`config.mk`:
```
export PLATFORM = sky130hd
export DESIGN_NAME = cap_object_encoder
export DESIGN_NICKNAME = d
export VERILOG_FILES = /design/src/rtl/cap_pkg.sv /design/src/rtl/cap_object_encoder.sv /design/src/rtl/chr_byte_builder.sv /design/src/rtl/minf_store.sv
export SDC_FILE = /design/constraint.sdc
export NUM_CORES = 1
export LEC_CHECK = 0
export ABC_CLOCK_PERIOD_IN_PS = 4300
export BUFFER_PORTS_ARGS = -buffer_cell sky130_fd_sc_hd__buf_2
export CAP_MARGIN = 30
export CORE_AREA = 2 2 164 166
export CTS_CLUSTER_SIZE = 28
export DETAILED_ROUTE_END_ITERATION = 7
export DIE_AREA = 0 0 166 168
export PLACE_DENSITY = 0.48
export SYNTH_ARGS = -nofsm -noshare
export SYNTH_HDL_FRONTEND = slang
export SYNTH_SLANG_ARGS = --single-unit
```
`constraint.sdc`:
```
create_clock -name MCLK -period 4.3 [get_ports MCLK]
set_clock_uncertainty 0.2 [all_clocks]
set_input_delay 0.43 -clock MCLK [delete_from_list [all_inputs] [get_ports MCLK]]
set_output_delay 0.43 -clock MCLK [all_outputs]
set_load 0.01 [all_outputs]
```
`src/rtl/cap_pkg.sv`:
```
package cap_pkg;

    // container and object tags
    localparam logic [7:0] TAG_CONTAINER = 8'ha5;
    localparam logic [7:0] TAG_CHR       = 8'h80;
    localparam logic [7:0] TAG_PWR       = 8'h81;
    localparam logic [7:0] TAG_MINF      = 8'h82;
    localparam logic [7:0] TAG_MEM       = 8'h83;
    localparam logic [7:0] TAG_FD        = 8'h84;
    localparam logic [7:0] TAG_RSV       = 8'h85;

    // value field lengths, and the tag plus length byte count
    localparam logic [7:0] LEN_CHR  = 8'h01;
    localparam logic [7:0] LEN_PWR  = 8'h03;
    localparam logic [7:0] LEN_MINF = 8'h01;
    localparam logic [7:0] LEN_MEM  = 8'h02;
    localparam logic [7:0] LEN_FD   = 8'h01;
    localparam logic [7:0] LEN_RSV  = 8'h02;
    localparam logic [7:0] TL_BYTES = 8'h02;

    // characteristics byte field positions (bit 0 is b1)
    localparam int         CHR_STOP_BIT = 0;
    localparam int         CHR_HIGH_BIT = 2;
    localparam int         CHR_LOW_BIT  = 3;
    localparam int         CHR_VA_BIT   = 4;
    localparam int         CHR_VB_BIT   = 5;
    localparam int         CHR_VC_BIT   = 6;
    localparam logic [7:0] CHR_RSV_MASK = 8'h82;

    // value codings
    localparam logic [7:0] PWR_VCLASS_MASK = 8'h07;
    localparam logic [7:0] PWR_MA_MASK     = 8'h3f;
    localparam logic [7:0] FREQ_MIN        = 8'h0a;
    localparam logic [7:0] FREQ_NONE       = 8'hff;
    localparam logic [7:0] FD_DER_ONLY     = 8'h01;
    localparam logic [7:0] FD_NONE         = 8'h00;

    // object codes, in emission order
    localparam logic [2:0] OBJ_CHR  = 3'h0;
    localparam logic [2:0] OBJ_PWR  = 3'h1;
    localparam logic [2:0] OBJ_MINF = 3'h2;
    localparam logic [2:0] OBJ_MEM  = 3'h3;
    localparam logic [2:0] OBJ_FD   = 3'h4;
    localparam logic [2:0] OBJ_RSV  = 3'h5;
    localparam logic [2:0] OBJ_END  = 3'h6;
    localparam int         NUM_OBJ  = 6;

    // minimum frequency list store
    localparam int         MINF_DEPTH     = 4;
    localparam int         MINF_AW        = 2;
    localparam logic [2:0] MINF_FULL      = 3'h4;
    localparam logic [7:0] MINF_RDATA_RST = 8'hff;

    typedef enum logic [2:0] {
        PH_IDLE,
        PH_CTAG,
        PH_CLEN,
        PH_OTAG,
        PH_OLEN,
        PH_OVAL
    } phase_t;

endpackage : cap_pkg

```
`src/rtl/cap_object_encoder.sv`:
```
// Functional notes
// all objects go inside an A5 container whose length byte sizes its value; a minimum frequency write or clear in the START cycle is not counted.
// private entries after defined ones are skipped by the parser on the far side.
// characteristics object is tag 80, length 01, one characteristics byte.
// b1 allows stop at any level; b3/b4 preference; both set is reserved.
// with b1 clear the terminal stops only at the flagged level, never if none.
// bits b5, b6, b7 flag voltage classes A, B, C as supported.
// reserved bits b8 and b2 of the characteristics byte are driven zero.
// power object is tag 81, length 03, first byte voltage class, unused bits zero.
// second power byte keeps b8,b7 zero and carries current in mA in b6..b1.
// terminal drops current codes 00 and FF and ignores values above 3C.
// reference frequency in 0.1 MHz steps 0A..FE; FF means none given.
// current is a 1 ms average at reference or at maximum supported clock.
// terminal rescales current to the class in use before accepting.
// minimum frequency object is tag 82, length 01, 0A upward, FF means none.
// several minimum frequency objects keep their order in the container.
// available memory object is tag 83, at least two bytes, MSB first.
// available memory for TLV files never lets a new object pass maximum size.
// file details object is tag 84, one byte, b1 means DER only.
// reserved size object is tag 85, at least two bytes, MSB first.
// with no memory reserved the reserved size object still goes out as zero.
// terminal flags lengths that disagree or overrun the container.
`timescale 1ns/1ns
module cap_object_encoder (
    input  wire logic        MCLK,
    input  wire logic        SYS_RST,
    input  wire logic        START,
    input  wire logic        CHR_EN,
    input  wire logic        CLK_STOP_ANY,
    input  wire logic        PREF_HIGH,
    input  wire logic        PREF_LOW,
    input  wire logic        VCLASS_A,
    input  wire logic        VCLASS_B,
    input  wire logic        VCLASS_C,
    input  wire logic        PWR_EN,
    input  wire logic [7:0]  PWR_VCLASS,
    input  wire logic [7:0]  PWR_MA,
    input  wire logic [7:0]  PWR_REF_FREQ,
    input  wire logic        MINF_CLR,
    input  wire logic        MINF_WR,
    input  wire logic [7:0]  MINF_WDATA,
    input  wire logic        MEM_EN,
    input  wire logic [15:0] MEM_AVAIL,
    input  wire logic        MAX_SIZE_EN,
    input  wire logic [15:0] MAX_SIZE,
    input  wire logic        FD_EN,
    input  wire logic        DER_ONLY,
    input  wire logic        RSV_EN,
    input  wire logic [15:0] RSV_SIZE,
    input  wire logic        TX_READY,
    output logic      [7:0]  TX_DATA,
    output logic             TX_VALID,
    output logic             TX_LAST,
    output logic             BUSY,
    output logic             DONE,
    output logic      [2:0]  MINF_COUNT
);

    typedef struct packed {
        cap_pkg::phase_t phase;
        logic [2:0]      obj;
        logic [1:0]      minf_idx;
        logic [1:0]      vidx;
        logic [2:0]      minf_count;
        logic [5:0]      en;
        logic [7:0]      clen;
        logic [7:0]      chr;
        logic [7:0]      pwr_vclass;
        logic [7:0]      pwr_ma;
        logic [7:0]      pwr_ref;
        logic [15:0]     mem_avail;
        logic [7:0]      fd;
        logic [15:0]     rsv_size;
        logic [7:0]      tx_data;
        logic            tx_valid;
        logic            tx_last;
        logic            busy;
        logic            done;
        cap_pkg::phase_t out_phase;
        logic [2:0]      out_obj;
        logic [5:0]      byte_no;
    } state_t;

    state_t     s;
    state_t     next_s;
    logic [7:0] chr_byte;
    logic [7:0] minf_rdata;
    logic [7:0] minf_wdata;
    logic       minf_we;
    logic       start_ok;

    ////////////////////////////////////////////////////////////////////////////////

    function automatic logic [7:0] obj_len(input logic [2:0] obj);
        case (obj)
            cap_pkg::OBJ_CHR:  return cap_pkg::LEN_CHR;
            cap_pkg::OBJ_PWR:  return cap_pkg::LEN_PWR;
            cap_pkg::OBJ_MINF: return cap_pkg::LEN_MINF;
            cap_pkg::OBJ_MEM:  return cap_pkg::LEN_MEM;
            cap_pkg::OBJ_FD:   return cap_pkg::LEN_FD;
            cap_pkg::OBJ_RSV:  return cap_pkg::LEN_RSV;
            default:           return 8'h00;
        endcase
    endfunction : obj_len

    function automatic logic [7:0] obj_tag(input logic [2:0] obj);
        case (obj)
            cap_pkg::OBJ_CHR:  return cap_pkg::TAG_CHR;
            cap_pkg::OBJ_PWR:  return cap_pkg::TAG_PWR;
            cap_pkg::OBJ_MINF: return cap_pkg::TAG_MINF;
            cap_pkg::OBJ_MEM:  return cap_pkg::TAG_MEM;
            cap_pkg::OBJ_FD:   return cap_pkg::TAG_FD;
            cap_pkg::OBJ_RSV:  return cap_pkg::TAG_RSV;
            default:           return 8'h00;
        endcase
    endfunction : obj_tag

    // first enabled object at or after a given position
    function automatic logic [2:0] first_from(input logic [2:0] from, input logic [5:0] en);
        logic [2:0] r;
        r = cap_pkg::OBJ_END;
        for (int i = cap_pkg::NUM_OBJ - 1; i >= 0; i--)
        begin
            if (3'(i) >= from && en[i])
            begin
                r = 3'(i);
            end
        end
        return r;
    endfunction : first_from

    function automatic logic [7:0] cont_len(input logic [5:0] en, input logic [2:0] cnt);
        logic [7:0] sum;
        sum = 8'h00;
        for (int i = 0; i < cap_pkg::NUM_OBJ; i++)
        begin
            if (en[i] && 3'(i) != cap_pkg::OBJ_MINF)
            begin
                sum = 8'(sum + cap_pkg::TL_BYTES + obj_len(3'(i)));
            end
        end
        if (en[cap_pkg::OBJ_MINF])
        begin
            sum = 8'(sum + 8'(cnt) * 8'(cap_pkg::TL_BYTES + cap_pkg::LEN_MINF));
        end
        return sum;
    endfunction : cont_len

    ////////////////////////////////////////////////////////////////////////////////

    chr_byte_builder u_chr (
        .clk_stop_any (CLK_STOP_ANY),
        .pref_high    (PREF_HIGH),
        .pref_low     (PREF_LOW),
        .vclass_a     (VCLASS_A),
        .vclass_b     (VCLASS_B),
        .vclass_c     (VCLASS_C),
        .chr          (chr_byte)
    );

    // list is only edited while idle; busy rises after START, so an edit in the START cycle is missed by the container length
    assign minf_we    = MINF_WR && !MINF_CLR && !s.busy && s.minf_count < cap_pkg::MINF_FULL;
    assign minf_wdata = (MINF_WDATA < cap_pkg::FREQ_MIN) ? cap_pkg::FREQ_NONE : MINF_WDATA;
    assign start_ok   = START && s.phase == cap_pkg::PH_IDLE && !s.tx_valid;

    minf_store u_minf (
        .clk   (MCLK),
        .rst   (SYS_RST),
        .wr_en (minf_we),
        .waddr (s.minf_count[1:0]),
        .wdata (minf_wdata),
        .raddr (s.minf_idx),
        .rdata (minf_rdata)
    );

    ////////////////////////////////////////////////////////////////////////////////

    always_comb
    begin
        logic [7:0] val;
        logic [2:0] nobj;
        logic [5:0] en;
        val    = 8'h00;
        nobj   = cap_pkg::OBJ_END;
        en     = 6'h00;
        next_s = s;
        next_s.done = 1'b0;

        if (s.tx_valid && TX_READY)
        begin
            next_s.tx_valid = 1'b0;
            next_s.tx_last  = 1'b0;
            next_s.byte_no  = s.byte_no + 6'h01;
            next_s.done     = s.tx_last;
        end

        if (MINF_CLR && !s.busy)
        begin
            next_s.minf_count = 3'h0;
        end
        else if (minf_we)
        begin
            next_s.minf_count = s.minf_count + 3'h1;
        end

        if (start_ok)
        begin
            en = {RSV_EN, FD_EN, MEM_EN, s.minf_count != 3'h0, PWR_EN, CHR_EN};
            next_s.en         = en;
            next_s.obj        = first_from(cap_pkg::OBJ_CHR, en);
            next_s.minf_idx   = 2'h0;
            next_s.clen       = cont_len(en, s.minf_count);
            next_s.chr        = chr_byte;
            next_s.pwr_vclass = PWR_VCLASS & cap_pkg::PWR_VCLASS_MASK;
            next_s.pwr_ma     = PWR_MA & cap_pkg::PWR_MA_MASK;
            // codes below 0A are not valid frequencies: report none instead
            next_s.pwr_ref    = (PWR_REF_FREQ < cap_pkg::FREQ_MIN) ?
                                cap_pkg::FREQ_NONE : PWR_REF_FREQ;
            next_s.mem_avail  = (MAX_SIZE_EN && MEM_AVAIL > MAX_SIZE) ?
                                MAX_SIZE : MEM_AVAIL;
            next_s.fd         = DER_ONLY ? cap_pkg::FD_DER_ONLY : cap_pkg::FD_NONE;
            next_s.rsv_size   = RSV_SIZE;
            next_s.byte_no    = 6'h00;
            next_s.phase      = cap_pkg::PH_CTAG;
        end
        else if ((!s.tx_valid || TX_READY) && s.phase != cap_pkg::PH_IDLE)
        begin
            next_s.tx_valid  = 1'b1;
            next_s.out_phase = s.phase;
            next_s.out_obj   = s.obj;
            case (s.phase)
                cap_pkg::PH_CTAG:
                begin
                    next_s.tx_data = cap_pkg::TAG_CONTAINER;
                    next_s.phase   = cap_pkg::PH_CLEN;
                end
                cap_pkg::PH_CLEN:
                begin
                    next_s.tx_data = s.clen;
                    if (s.obj == cap_pkg::OBJ_END)
                    begin
                        next_s.tx_last = 1'b1;
                        next_s.phase   = cap_pkg::PH_IDLE;
                    end
                    else
                    begin
                        next_s.phase = cap_pkg::PH_OTAG;
                    end
                end
                cap_pkg::PH_OTAG:
                begin
                    next_s.tx_data = obj_tag(s.obj);
                    next_s.phase   = cap_pkg::PH_OLEN;
                end
                cap_pkg::PH_OLEN:
                begin
                    next_s.tx_data = obj_len(s.obj);
                    next_s.vidx    = 2'h0;
                    next_s.phase   = cap_pkg::PH_OVAL;
                end
                cap_pkg::PH_OVAL:
                begin
                    case (s.obj)
                        cap_pkg::OBJ_CHR:  val = s.chr;
                        cap_pkg::OBJ_PWR:  val = (s.vidx == 2'h0) ? s.pwr_vclass :
                                                 (s.vidx == 2'h1) ? s.pwr_ma : s.pwr_ref;
                        cap_pkg::OBJ_MINF: val = minf_rdata;
                        cap_pkg::OBJ_MEM:  val = (s.vidx == 2'h0) ? s.mem_avail[15:8] :
                                                 s.mem_avail[7:0];
                        cap_pkg::OBJ_FD:   val = s.fd;
                        cap_pkg::OBJ_RSV:  val = (s.vidx == 2'h0) ? s.rsv_size[15:8] :
                                                 s.rsv_size[7:0];
                        default:           val = 8'h00;
                    endcase
                    next_s.tx_data = val;
                    if (8'(s.vidx) + 8'h01 == obj_len(s.obj))
                    begin
                        if (s.obj == cap_pkg::OBJ_MINF &&
                            3'(s.minf_idx) + 3'h1 < s.minf_count)
                        begin
                            next_s.minf_idx = s.minf_idx + 2'h1;
                            next_s.phase    = cap_pkg::PH_OTAG;
                        end
                        else
                        begin
                            nobj       = first_from(3'(s.obj + 3'h1), s.en);
                            next_s.obj = nobj;
                            if (nobj == cap_pkg::OBJ_END)
                            begin
                                next_s.tx_last = 1'b1;
                                next_s.phase   = cap_pkg::PH_IDLE;
                            end
                            else
                            begin
                                next_s.phase = cap_pkg::PH_OTAG;
                            end
                        end
                    end
                    else
                    begin
                        next_s.vidx = s.vidx + 2'h1;
                    end
                end
                default:
                begin
                    next_s.phase = cap_pkg::PH_IDLE;
                end
            endcase
        end

        next_s.busy = next_s.phase != cap_pkg::PH_IDLE || next_s.tx_valid;
    end

    always_ff @(posedge MCLK or posedge SYS_RST)
    begin
        if (SYS_RST)
        begin
            s <= '0;
        end
        else
        begin
            s <= next_s;
        end
    end

    assign TX_DATA    = s.tx_data;
    assign TX_VALID   = s.tx_valid;
    assign TX_LAST    = s.tx_last;
    assign BUSY       = s.busy;
    assign DONE       = s.done;
    assign MINF_COUNT = s.minf_count;

    ////////////////////////////////////////////////////////////////////////////////

    property p_cont_tag;
        @(posedge MCLK) disable iff (SYS_RST)
        start_ok |=> ##1 (s.tx_valid && s.tx_data == cap_pkg::TAG_CONTAINER && s.byte_no == 6'h00);
    endproperty
    a_cont_tag: assert property (p_cont_tag) else $error("container tag missing");

    property p_cont_size;
        @(posedge MCLK) disable iff (SYS_RST)
        (s.tx_valid && s.tx_last) |-> (8'(s.byte_no) == 8'(s.clen + 8'h01));
    endproperty
    a_cont_size: assert property (p_cont_size) else $error("container length mismatch");

    property p_chr_obj;
        @(posedge MCLK) disable iff (SYS_RST)
        (s.tx_valid && s.out_obj == cap_pkg::OBJ_CHR && s.out_phase == cap_pkg::PH_OTAG)
            |-> s.tx_data == 8'h80 ##1 (!s.tx_valid || s.out_phase != cap_pkg::PH_OLEN
                                        || s.tx_data == 8'h01);
    endproperty
    a_chr_obj: assert property (p_chr_obj) else $error("characteristics header wrong");

    property p_pref;
        @(posedge MCLK) disable iff (SYS_RST)
        start_ok |=> !(s.chr[cap_pkg::CHR_HIGH_BIT] && s.chr[cap_pkg::CHR_LOW_BIT]);
    endproperty
    a_pref: assert property (p_pref) else $error("reserved level preference emitted");

    property p_vclass;
        @(posedge MCLK) disable iff (SYS_RST)
        start_ok |=> (s.chr[6:4] == {$past(VCLASS_C), $past(VCLASS_B), $past(VCLASS_A)});
    endproperty
    a_vclass: assert property (p_vclass) else $error("voltage class bits wrong");

    property p_chr_rsv;
        @(posedge MCLK) disable iff (SYS_RST)
        (s.tx_valid && s.out_obj == cap_pkg::OBJ_CHR && s.out_phase == cap_pkg::PH_OVAL)
            |-> (s.tx_data & 8'h82) == 8'h00;
    endproperty
    a_chr_rsv: assert property (p_chr_rsv) else $error("reserved chr bits set");

    property p_pwr_ma;
        @(posedge MCLK) disable iff (SYS_RST)
        start_ok |=> s.pwr_ma == ($past(PWR_MA) & 8'h3f);
    endproperty
    a_pwr_ma: assert property (p_pwr_ma) else $error("current byte not masked");

    property p_ref;
        @(posedge MCLK) disable iff (SYS_RST)
        start_ok |=> (s.pwr_ref == 8'hff || s.pwr_ref >= 8'h0a);
    endproperty
    a_ref: assert property (p_ref) else $error("reference frequency out of range");

    property p_minf;
        @(posedge MCLK) disable iff (SYS_RST)
        (s.tx_valid && s.out_obj == cap_pkg::OBJ_MINF && s.out_phase == cap_pkg::PH_OVAL)
            |-> s.tx_data >= 8'h0a;
    endproperty
    a_minf: assert property (p_minf) else $error("minimum frequency below 0a");

    property p_two_byte;
        @(posedge MCLK) disable iff (SYS_RST)
        (s.tx_valid && s.out_phase == cap_pkg::PH_OLEN &&
         (s.out_obj == cap_pkg::OBJ_MEM || s.out_obj == cap_pkg::OBJ_RSV))
            |-> s.tx_data == 8'h02;
    endproperty
    a_two_byte: assert property (p_two_byte) else $error("size object length wrong");

    property p_mem_cap;
        @(posedge MCLK) disable iff (SYS_RST)
        (start_ok && MAX_SIZE_EN) |=> s.mem_avail <= $past(MAX_SIZE);
    endproperty
    a_mem_cap: assert property (p_mem_cap) else $error("available memory above maximum");

    property p_hold;
        @(posedge MCLK) disable iff (SYS_RST)
        (s.tx_valid && !TX_READY) |=> (s.tx_valid && $stable(s.tx_data) && $stable(s.tx_last));
    endproperty
    a_hold: assert property (p_hold) else $error("byte changed while stalled");

endmodule : cap_object_encoder

```
`src/rtl/chr_byte_builder.sv`:
```
`timescale 1ns/1ns
module chr_byte_builder (
    input  wire logic       clk_stop_any,
    input  wire logic       pref_high,
    input  wire logic       pref_low,
    input  wire logic       vclass_a,
    input  wire logic       vclass_b,
    input  wire logic       vclass_c,
    output logic      [7:0] chr
);

    always_comb
    begin
        chr = 8'h00;
        chr[cap_pkg::CHR_STOP_BIT] = clk_stop_any;
        // both levels at once is a reserved code: fall back to all zero levels
        if (!(pref_high && pref_low))
        begin
            chr[cap_pkg::CHR_HIGH_BIT] = pref_high;
            chr[cap_pkg::CHR_LOW_BIT]  = pref_low;
        end
        chr[cap_pkg::CHR_VA_BIT] = vclass_a;
        chr[cap_pkg::CHR_VB_BIT] = vclass_b;
        chr[cap_pkg::CHR_VC_BIT] = vclass_c;
        chr = chr & ~cap_pkg::CHR_RSV_MASK;
    end

endmodule : chr_byte_builder

```
`src/rtl/minf_store.sv`:
```
`timescale 1ns/1ns
module minf_store (
    input  wire logic                         clk,
    input  wire logic                         rst,
    input  wire logic                         wr_en,
    input  wire logic [cap_pkg::MINF_AW-1:0]  waddr,
    input  wire logic [7:0]                   wdata,
    input  wire logic [cap_pkg::MINF_AW-1:0]  raddr,
    output logic      [7:0]                   rdata
);

    logic [7:0] mem [cap_pkg::MINF_DEPTH];

    always_ff @(posedge clk)
    begin
        if (wr_en)
        begin
            mem[waddr] <= wdata;
        end
    end

    // registered read: data follows the address by one clock
    always_ff @(posedge clk or posedge rst)
    begin
        if (rst)
        begin
            rdata <= cap_pkg::MINF_RDATA_RST;
        end
        else
        begin
            rdata <= mem[raddr];
        end
    end

endmodule : minf_store
```
# After elaboration in Yosys (flattened, before gate mapping)
# Memories as Yosys holds them, arrays and structs flattened. A register that Yosys moved wholly into a read port is not among the register bits.
# Cells that the tools add are included.
# Widths: inputs -> output; s select.
op_classes:
  order_cmp: 11
  n_reduce_logical: 41
  shift: 0
  div: 0
  multipliers: 1
  eq_ne: 16
  bitwise: 1
  mux: 79
  n_addsub: 16
ops:
  columns: ["cell", "n"]
  rows:
  - ["$mux 8", 32]
  - ["$pmux 8 s6", 2]
  - ["$mux 3", 18]
  - ["$pmux 8 s5", 1]
  - ["$add 8x2->8 const B", 4]
  - ["$add 8x8->8", 4]
  - ["$mux 2", 11]
  - ["$eq 3x3->1 const B", 6]
  - ["$logic_and 1x1->1", 17]
  - ["$gt 16x16->1", 1]
  - ["$lt 8x4->1 const B", 2]
  - ["$mux 16", 1]
  - ["$pmux 3 s5", 1]
  - ["$eq 3x2->1 const B", 4]
  - ["$reduce_and 4->1", 3]
  - ["$reduce_bool 2->1", 6]
  - ["$mux 10", 1]
  - ["$reduce_bool 3->1", 3]
  - ["$add 2x8->8 const A", 1]
  - ["$add 8x5->8", 1]
  - ["$eq 3x8->1", 1]
  - ["$mux 1", 8]
  - ["$add 2x1->3 const B", 2]
  - ["$add 3x1->3 const B", 2]
  - ["other kinds (23)", 33]
totals:
  latch_bits: 0
  wordCells: 185
  mem_bits_rw: 32
  reg_bits: 102
  mem_bits_ro: 0
  output_inout_bits: 15
  mem_count: 1
mem_list:
  columns: ["name", "depth", "width", "read_ports", "rd_clocked_by_memory_dff", "wr", "line_no", "rtl"]
  rows:
  - ["u_minf.mem", 4, 8, 1, 1, 1, "minf_store.sv:12", "logic [7:0] mem [cap_pkg::MINF_DEPTH];"]

# Longest topological paths before layout
logic_depth:
  depth_word: 25
  ltp_mapped: 17

# By module
# From an unflattened synthesis, not the netlist that was laid out.
unflattened:
  hier_cells: 783
  hier_area_um2: 7754.9
modules_own_cells:
  columns: ["mod", "area_each_um2", "instances", "seq_area_each_um2", "cells_each"]
  rows:
  - ["cap_object_encoder", 6288.5, 1, 2427.3, 719]
  - ["minf_store", 1402.6, 1, 1171.1, 55]
  - ["chr_byte_builder", 63.8, 1, 0.0, 9]

# Least setup slack after synthesis
# OpenSTA, ideal clock, no wires.
synth_timing:
  path_type: "in2reg"
  startpoint: "in CHR_EN"
  endpoint: "reg s[101] (netlist name)"
  slack_ns: 0.413
  arrival_ns: 3.619
  cell_stages: 16
  required_ns: 4.031
  n_path_buf: 0
  cell_sequence: "inv_1 -> ha_1 -> ha_1 -> nand2b_1 -> mux2i_1 -> or2_2 -> ha_1 -> nand2b_1 -> o21a_1 -> ha_1 -> ha_1 -> nor2b_1 -> o21a_1 -> o21ai_0 -> or3b_1 -> nand3_1"
synth_via:
  elab_chain_cells: 20
synth_lines:
  columns: ["item", "line_no", "rtl"]
  rows:
  - ["from (decl)", "cap_object_encoder.sv:28", "input wire logic CHR_EN,"]
  - ["$mux 8 (*)", "cap_object_encoder.sv:137", "if (en[i] && 3'(i) != cap_pkg::OBJ_MINF)"]
  - ["$mux 8 (*)", "cap_object_encoder.sv:206", "if (start_ok)"]
  - ["$add 8x2->8", "cap_object_encoder.sv:139", "sum = 8'(sum + cap_pkg::TL_BYTES + obj_len(3'(i)));"]
  - ["$add 8x8->8", "cap_object_encoder.sv:139", null]
  - ["$mux 8 (*)", "cap_object_encoder.sv:137", null]
  - ["$mux 8 (*)", "cap_object_encoder.sv:206", null]
  - ["$add 8x2->8", "cap_object_encoder.sv:139", null]
  - ["$add 8x8->8", "cap_object_encoder.sv:139", null]
  - ["[4 not listed]", null, null]
  - ["$mux 8 (*)", "cap_object_encoder.sv:137", null]
  - ["$mux 8 (*)", "cap_object_encoder.sv:206", null]
  - ["$add 8x2->8", "cap_object_encoder.sv:139", null]
  - ["$add 8x8->8", "cap_object_encoder.sv:139", null]
  - ["$mux 8 (*)", "cap_object_encoder.sv:137", null]
  - ["$mux 8 (*)", "cap_object_encoder.sv:206", null]
  - ["$add 8x5->8", "cap_object_encoder.sv:144", "sum = 8'(sum + 8'(cnt) * 8'(cap_pkg::TL_BYTES + cap_pkg::LEN_MINF));"]
  - ["$mux 8 (*)", "cap_object_encoder.sv:142", "if (en[cap_pkg::OBJ_MINF])"]
  - ["to (signal assigned)", "cap_object_encoder.sv:322", "s <= next_s;"]
  - ["to (decl)", "cap_object_encoder.sv:84", "state_t s;"]
# Every way passes the cells marked *; elsewhere a longest branch is shown, timed or not. The select of a mux whose other input is x is not followed.
# A chain may end at the register's enable or synchronous reset.

# Worst setup path in the final report
# Ends and elaborated chain as after synthesis.

==> reports/metrics.csv <==
metric;value;unit
route.detailed.drc;0;
h-tree-depth;4;
setup_repair_after_global_routing_missed_its_margin;no;
synth_xor_area_frac;0.0102;
synth_edf_count;32;
syn_inst;782;
dieWidth;166;um
dp_hpwl;15.4;mm
routed_wire_length_per_instance;16.9;um
dr.pass1.iters;5;
area_delta_synth_final;20.5;%
synth.avg_cell_area;9.92;um2
hold_end;s[81]$_DFFE_PP0P_;
ir_worst_vdd;0.309;mV
whs_path_depth;3;
final.setup.tns;0;ns
setup_viol_count_final;0;
timing_worst_setup_path_type;in2reg;
timing.critical_path.fanout_max;5;
yosysWarnings;0;
seq_area;3550;um2
vias;6017;
cts.sinks;135;
placeableCoreArea;26400;um2
pwrdens;635;nW/um2
worstReg2RegStart;s[119]$_DFFE_PP0P_;
area_after_detailed_placement;8560;um2
worst_skew_late_latency;0.42;ns
synth_top_family_by_area;simple AND/OR/NAND/NOR gates;
finalWeightedCongestion;0.793;
io_pins;114;
worst_ep_required_time;4.45;ns
standard_cell_rows;60;
synth.yosys.seq_area_share;0.457;
setup.worst_path.start_class;input port;
clock_transition_at_path_regs;0.07;ns
synth.lib_cells_used.distinct;84;
placement.setup.worst_slack;0.253;ns
hold_violations;0;
layout-drive-gt1-share;0.231;
ant_nets;0;
timing_worst_slew_pin_value;0.891;ns
place.detailed.instances;1191;
multi_input_comb_area;3820;um2
root_buffer_cell;sky130_fd_sc_hd__clkbuf_16;
min_period_over_period;0.842;
dr_wl_met2;9.85;mm
antenna-diode-count;0;
cts_resized;0;
synth-async-reset-ratio;0.763;
ctsLongestPathBuffers;2;
timing.final.max_slew_violations;0;
total_leakage_power;0.00416;uW
drv.max_cap_violation_count;0;
timing.slew.headroom;0.406;
reg2reg_setup_slack;1.19;ns
synth-adder-area-share;0.0787;
antenna_found_initial;1;
wirelength_met1;10.0;mm
synthesis.area;7760;um2
cp_data_arrival_time;3.77;ns
endpoint_kind;flip-flop;
fill_cells;2671;
grt_util_all_layers;0.153;
clock_tree_from_tritoncts;built;
cts_buffer_count;17;
floorplan.initialDensity;0.294;
grt_start_max_net_pins;104;
highest_metal_layer_with_signal_wires;met4;
grt.overflow.total;0;
fin_cells;1238;
result_of_the_run;finished clean;
simple_gate_fraction_of_synth_area;0.174;
via_count_of_the_first_global_routing_pass;5998;
finalInstanceArea;9340;um2
setup_slack;0.677;ns
initialDrtViolationCount;342;
num-nets-final;1030;
mostFrequentLayoutCell;sky130_fd_sc_hd__nand2_1;
clock.fmax;276;MHz
ys_dominant_reg_cell;sky130_fd_sc_hd__dfrtp_1;
worstHoldStart;PWR_VCLASS[1];
post_synthesis_mux_area_share;0.0597;
mappedNetlistNets;928;
finalWirelength;20.9;mm
synth-compound-area-share;0.170;
postCtsSetupBuffers;0;
floorplan.die.height;168;um
vias_per_inst;4.86;
grt_first_pass_wirelength;33.6;mm
io_buffer_count;106;
layout_common_cells;sky130_fd_sc_hd__nand2_1 (157), sky130_fd_sc_hd__buf_2 (106), sky130_fd_sc_hd__dfrtp_1 (95), sky130_fd_sc_hd__o21ai_0 (48);
regToRegEndpoint;s[117]$_DFFE_PP0P_;
detailroute.wirelength.met3;736;um
die-area;27900;um2
r2r.worst_path.cells;9;
ys_ff_latch;135;
hold_path.class;in2reg;
final_period_minus_worst_setup_slack;3.62;ns
[metal layers]
layer  track usage  up-vias
met5             0        -
met2         0.244      123
met1         0.209     2895
li1              -     2981
met3        0.0329       18
met4        0.0439        0
[cells in the mapped netlist (5+ instances only)]
cell type / number / area (um2)
sky130_fd_sc_hd__o21ai_1: 6 / 30.0
sky130_fd_sc_hd__mux2i_1: 17 / 170
sky130_fd_sc_hd__mux2_2: 10 / 113
sky130_fd_sc_hd__o221a_2: 5 / 56.3
sky130_fd_sc_hd__nand2_1: 157 / 589
sky130_fd_sc_hd__o22a_1: 7 / 61.3
sky130_fd_sc_hd__xnor2_1: 7 / 61.3
sky130_fd_sc_hd__dfstp_2: 8 / 210
sky130_fd_sc_hd__buf_2: 12 / 60.1
sky130_fd_sc_hd__clkbuf_1: 19 / 71.3
sky130_fd_sc_hd__nor3_1: 7 / 35.0
sky130_fd_sc_hd__ha_1: 44 / 551
sky130_fd_sc_hd__buf_1: 6 / 22.5
sky130_fd_sc_hd__o21a_1: 6 / 45.0
sky130_fd_sc_hd__nor2b_1: 10 / 62.6
sky130_fd_sc_hd__nand3_1: 10 / 50.1
sky130_fd_sc_hd__a22o_1: 5 / 43.8
sky130_fd_sc_hd__a22oi_1: 5 / 37.5
sky130_fd_sc_hd__o22ai_1: 8 / 50.1
sky130_fd_sc_hd__a21oi_1: 35 / 175
sky130_fd_sc_hd__nor2_1: 44 / 165
sky130_fd_sc_hd__a32oi_1: 5 / 43.8
sky130_fd_sc_hd__buf_4: 11 / 82.6
sky130_fd_sc_hd__o21ai_0: 48 / 240
sky130_fd_sc_hd__dfrtp_1: 95 / 2380
sky130_fd_sc_hd__mux4_2: 8 / 180
sky130_fd_sc_hd__nand2b_1: 20 / 125
sky130_fd_sc_hd__edfxtp_1: 32 / 961
sky130_fd_sc_hd__and2_1: 5 / 31.3
sky130_fd_sc_hd__a211oi_2: 6 / 75.1
sky130_fd_sc_hd__inv_1: 34 / 128
[critical path, cell delays in order]
cell and delay [ns]:
sky130_fd_sc_hd__buf_2 0.12, sky130_fd_sc_hd__inv_1 0.06, sky130_fd_sc_hd__ha_1 0.34, sky130_fd_sc_hd__nand2b_1 0.14
sky130_fd_sc_hd__nand3_1 0.11, sky130_fd_sc_hd__mux2i_1 0.14, sky130_fd_sc_hd__or2_2 0.32, sky130_fd_sc_hd__ha_1 0.29
sky130_fd_sc_hd__nand2b_1 0.16, sky130_fd_sc_hd__o21a_1 0.12, sky130_fd_sc_hd__ha_1 0.27, sky130_fd_sc_hd__ha_1 0.34
sky130_fd_sc_hd__nor2b_1 0.15, sky130_fd_sc_hd__o21a_1 0.16, sky130_fd_sc_hd__o21ai_0 0.18, sky130_fd_sc_hd__or3b_1 0.37
sky130_fd_sc_hd__nand3_1 0.08
[layout make-up]
cell class              instances  area share
clock buffers                  17      0.0455
clock inverters                15      0.0218
flip-flops and latches        135       0.380
well taps                     341      0.0457
multi-input cells             562       0.409
repair buffers                134      0.0846
inverters                      34      0.0139
[worst max path at each step]
stage                 from                  to  slack (ns)
detailed placement  CHR_EN  s[101]$_DFFE_PP0P_        0.25
global route        CHR_EN  s[101]$_DFFE_PP0P_        0.43
global placement    CHR_EN  s[101]$_DFFE_PP0P_        0.28
floorplan           CHR_EN  s[101]$_DFFE_PP0P_        0.41
CTS                 CHR_EN  s[101]$_DFFE_PP0P_        0.69
finish              CHR_EN  s[101]$_DFFE_PP0P_        0.68
[sequential cells by signal (all words and copies together), names as in the netlist]
name and count:
MINF_COUNT 3, TX_LAST 1, s 80, BUSY 1, DONE 1, TX_DATA 8
u_minf.rdata 8, TX_VALID 1, u_minf.mem 32
[through the flow]
stage | hold slack [ns] | util | power [uW]
floorplan | 0.238 | - | 3730
finish | 0.0149 | 0.355 | 5940
detailed placement | 0.260 | 0.325 | 4420
global placement | 0.257 | 0.325 | 4410
global route | 0.00649 | 0.355 | 6370
CTS | 0.00258 | 0.355 | 6010
[timing repair]
action / in CTS / in global routing
hold endpoints to repair: 109 / 0
hold buffers: 15 / 0
setup endpoints to repair: 0 / 0
[logic make-up (layout without fill, tap and decap cells)]
logic type,Yosys count,after routing
simple gates,289,289
flops,135,135
xor+xnor,9,9
compound gates,182,182
mux,35,35
fa+ha+maj,47,47
buf+inv,85,200
[report_power, final]
group,internal (uW),switching (uW)
Clock,895,659
Sequential,1760,325
Combinational,987,1310
Total,3640,2290
Note: power is estimated with default switching activity, not from simulation.
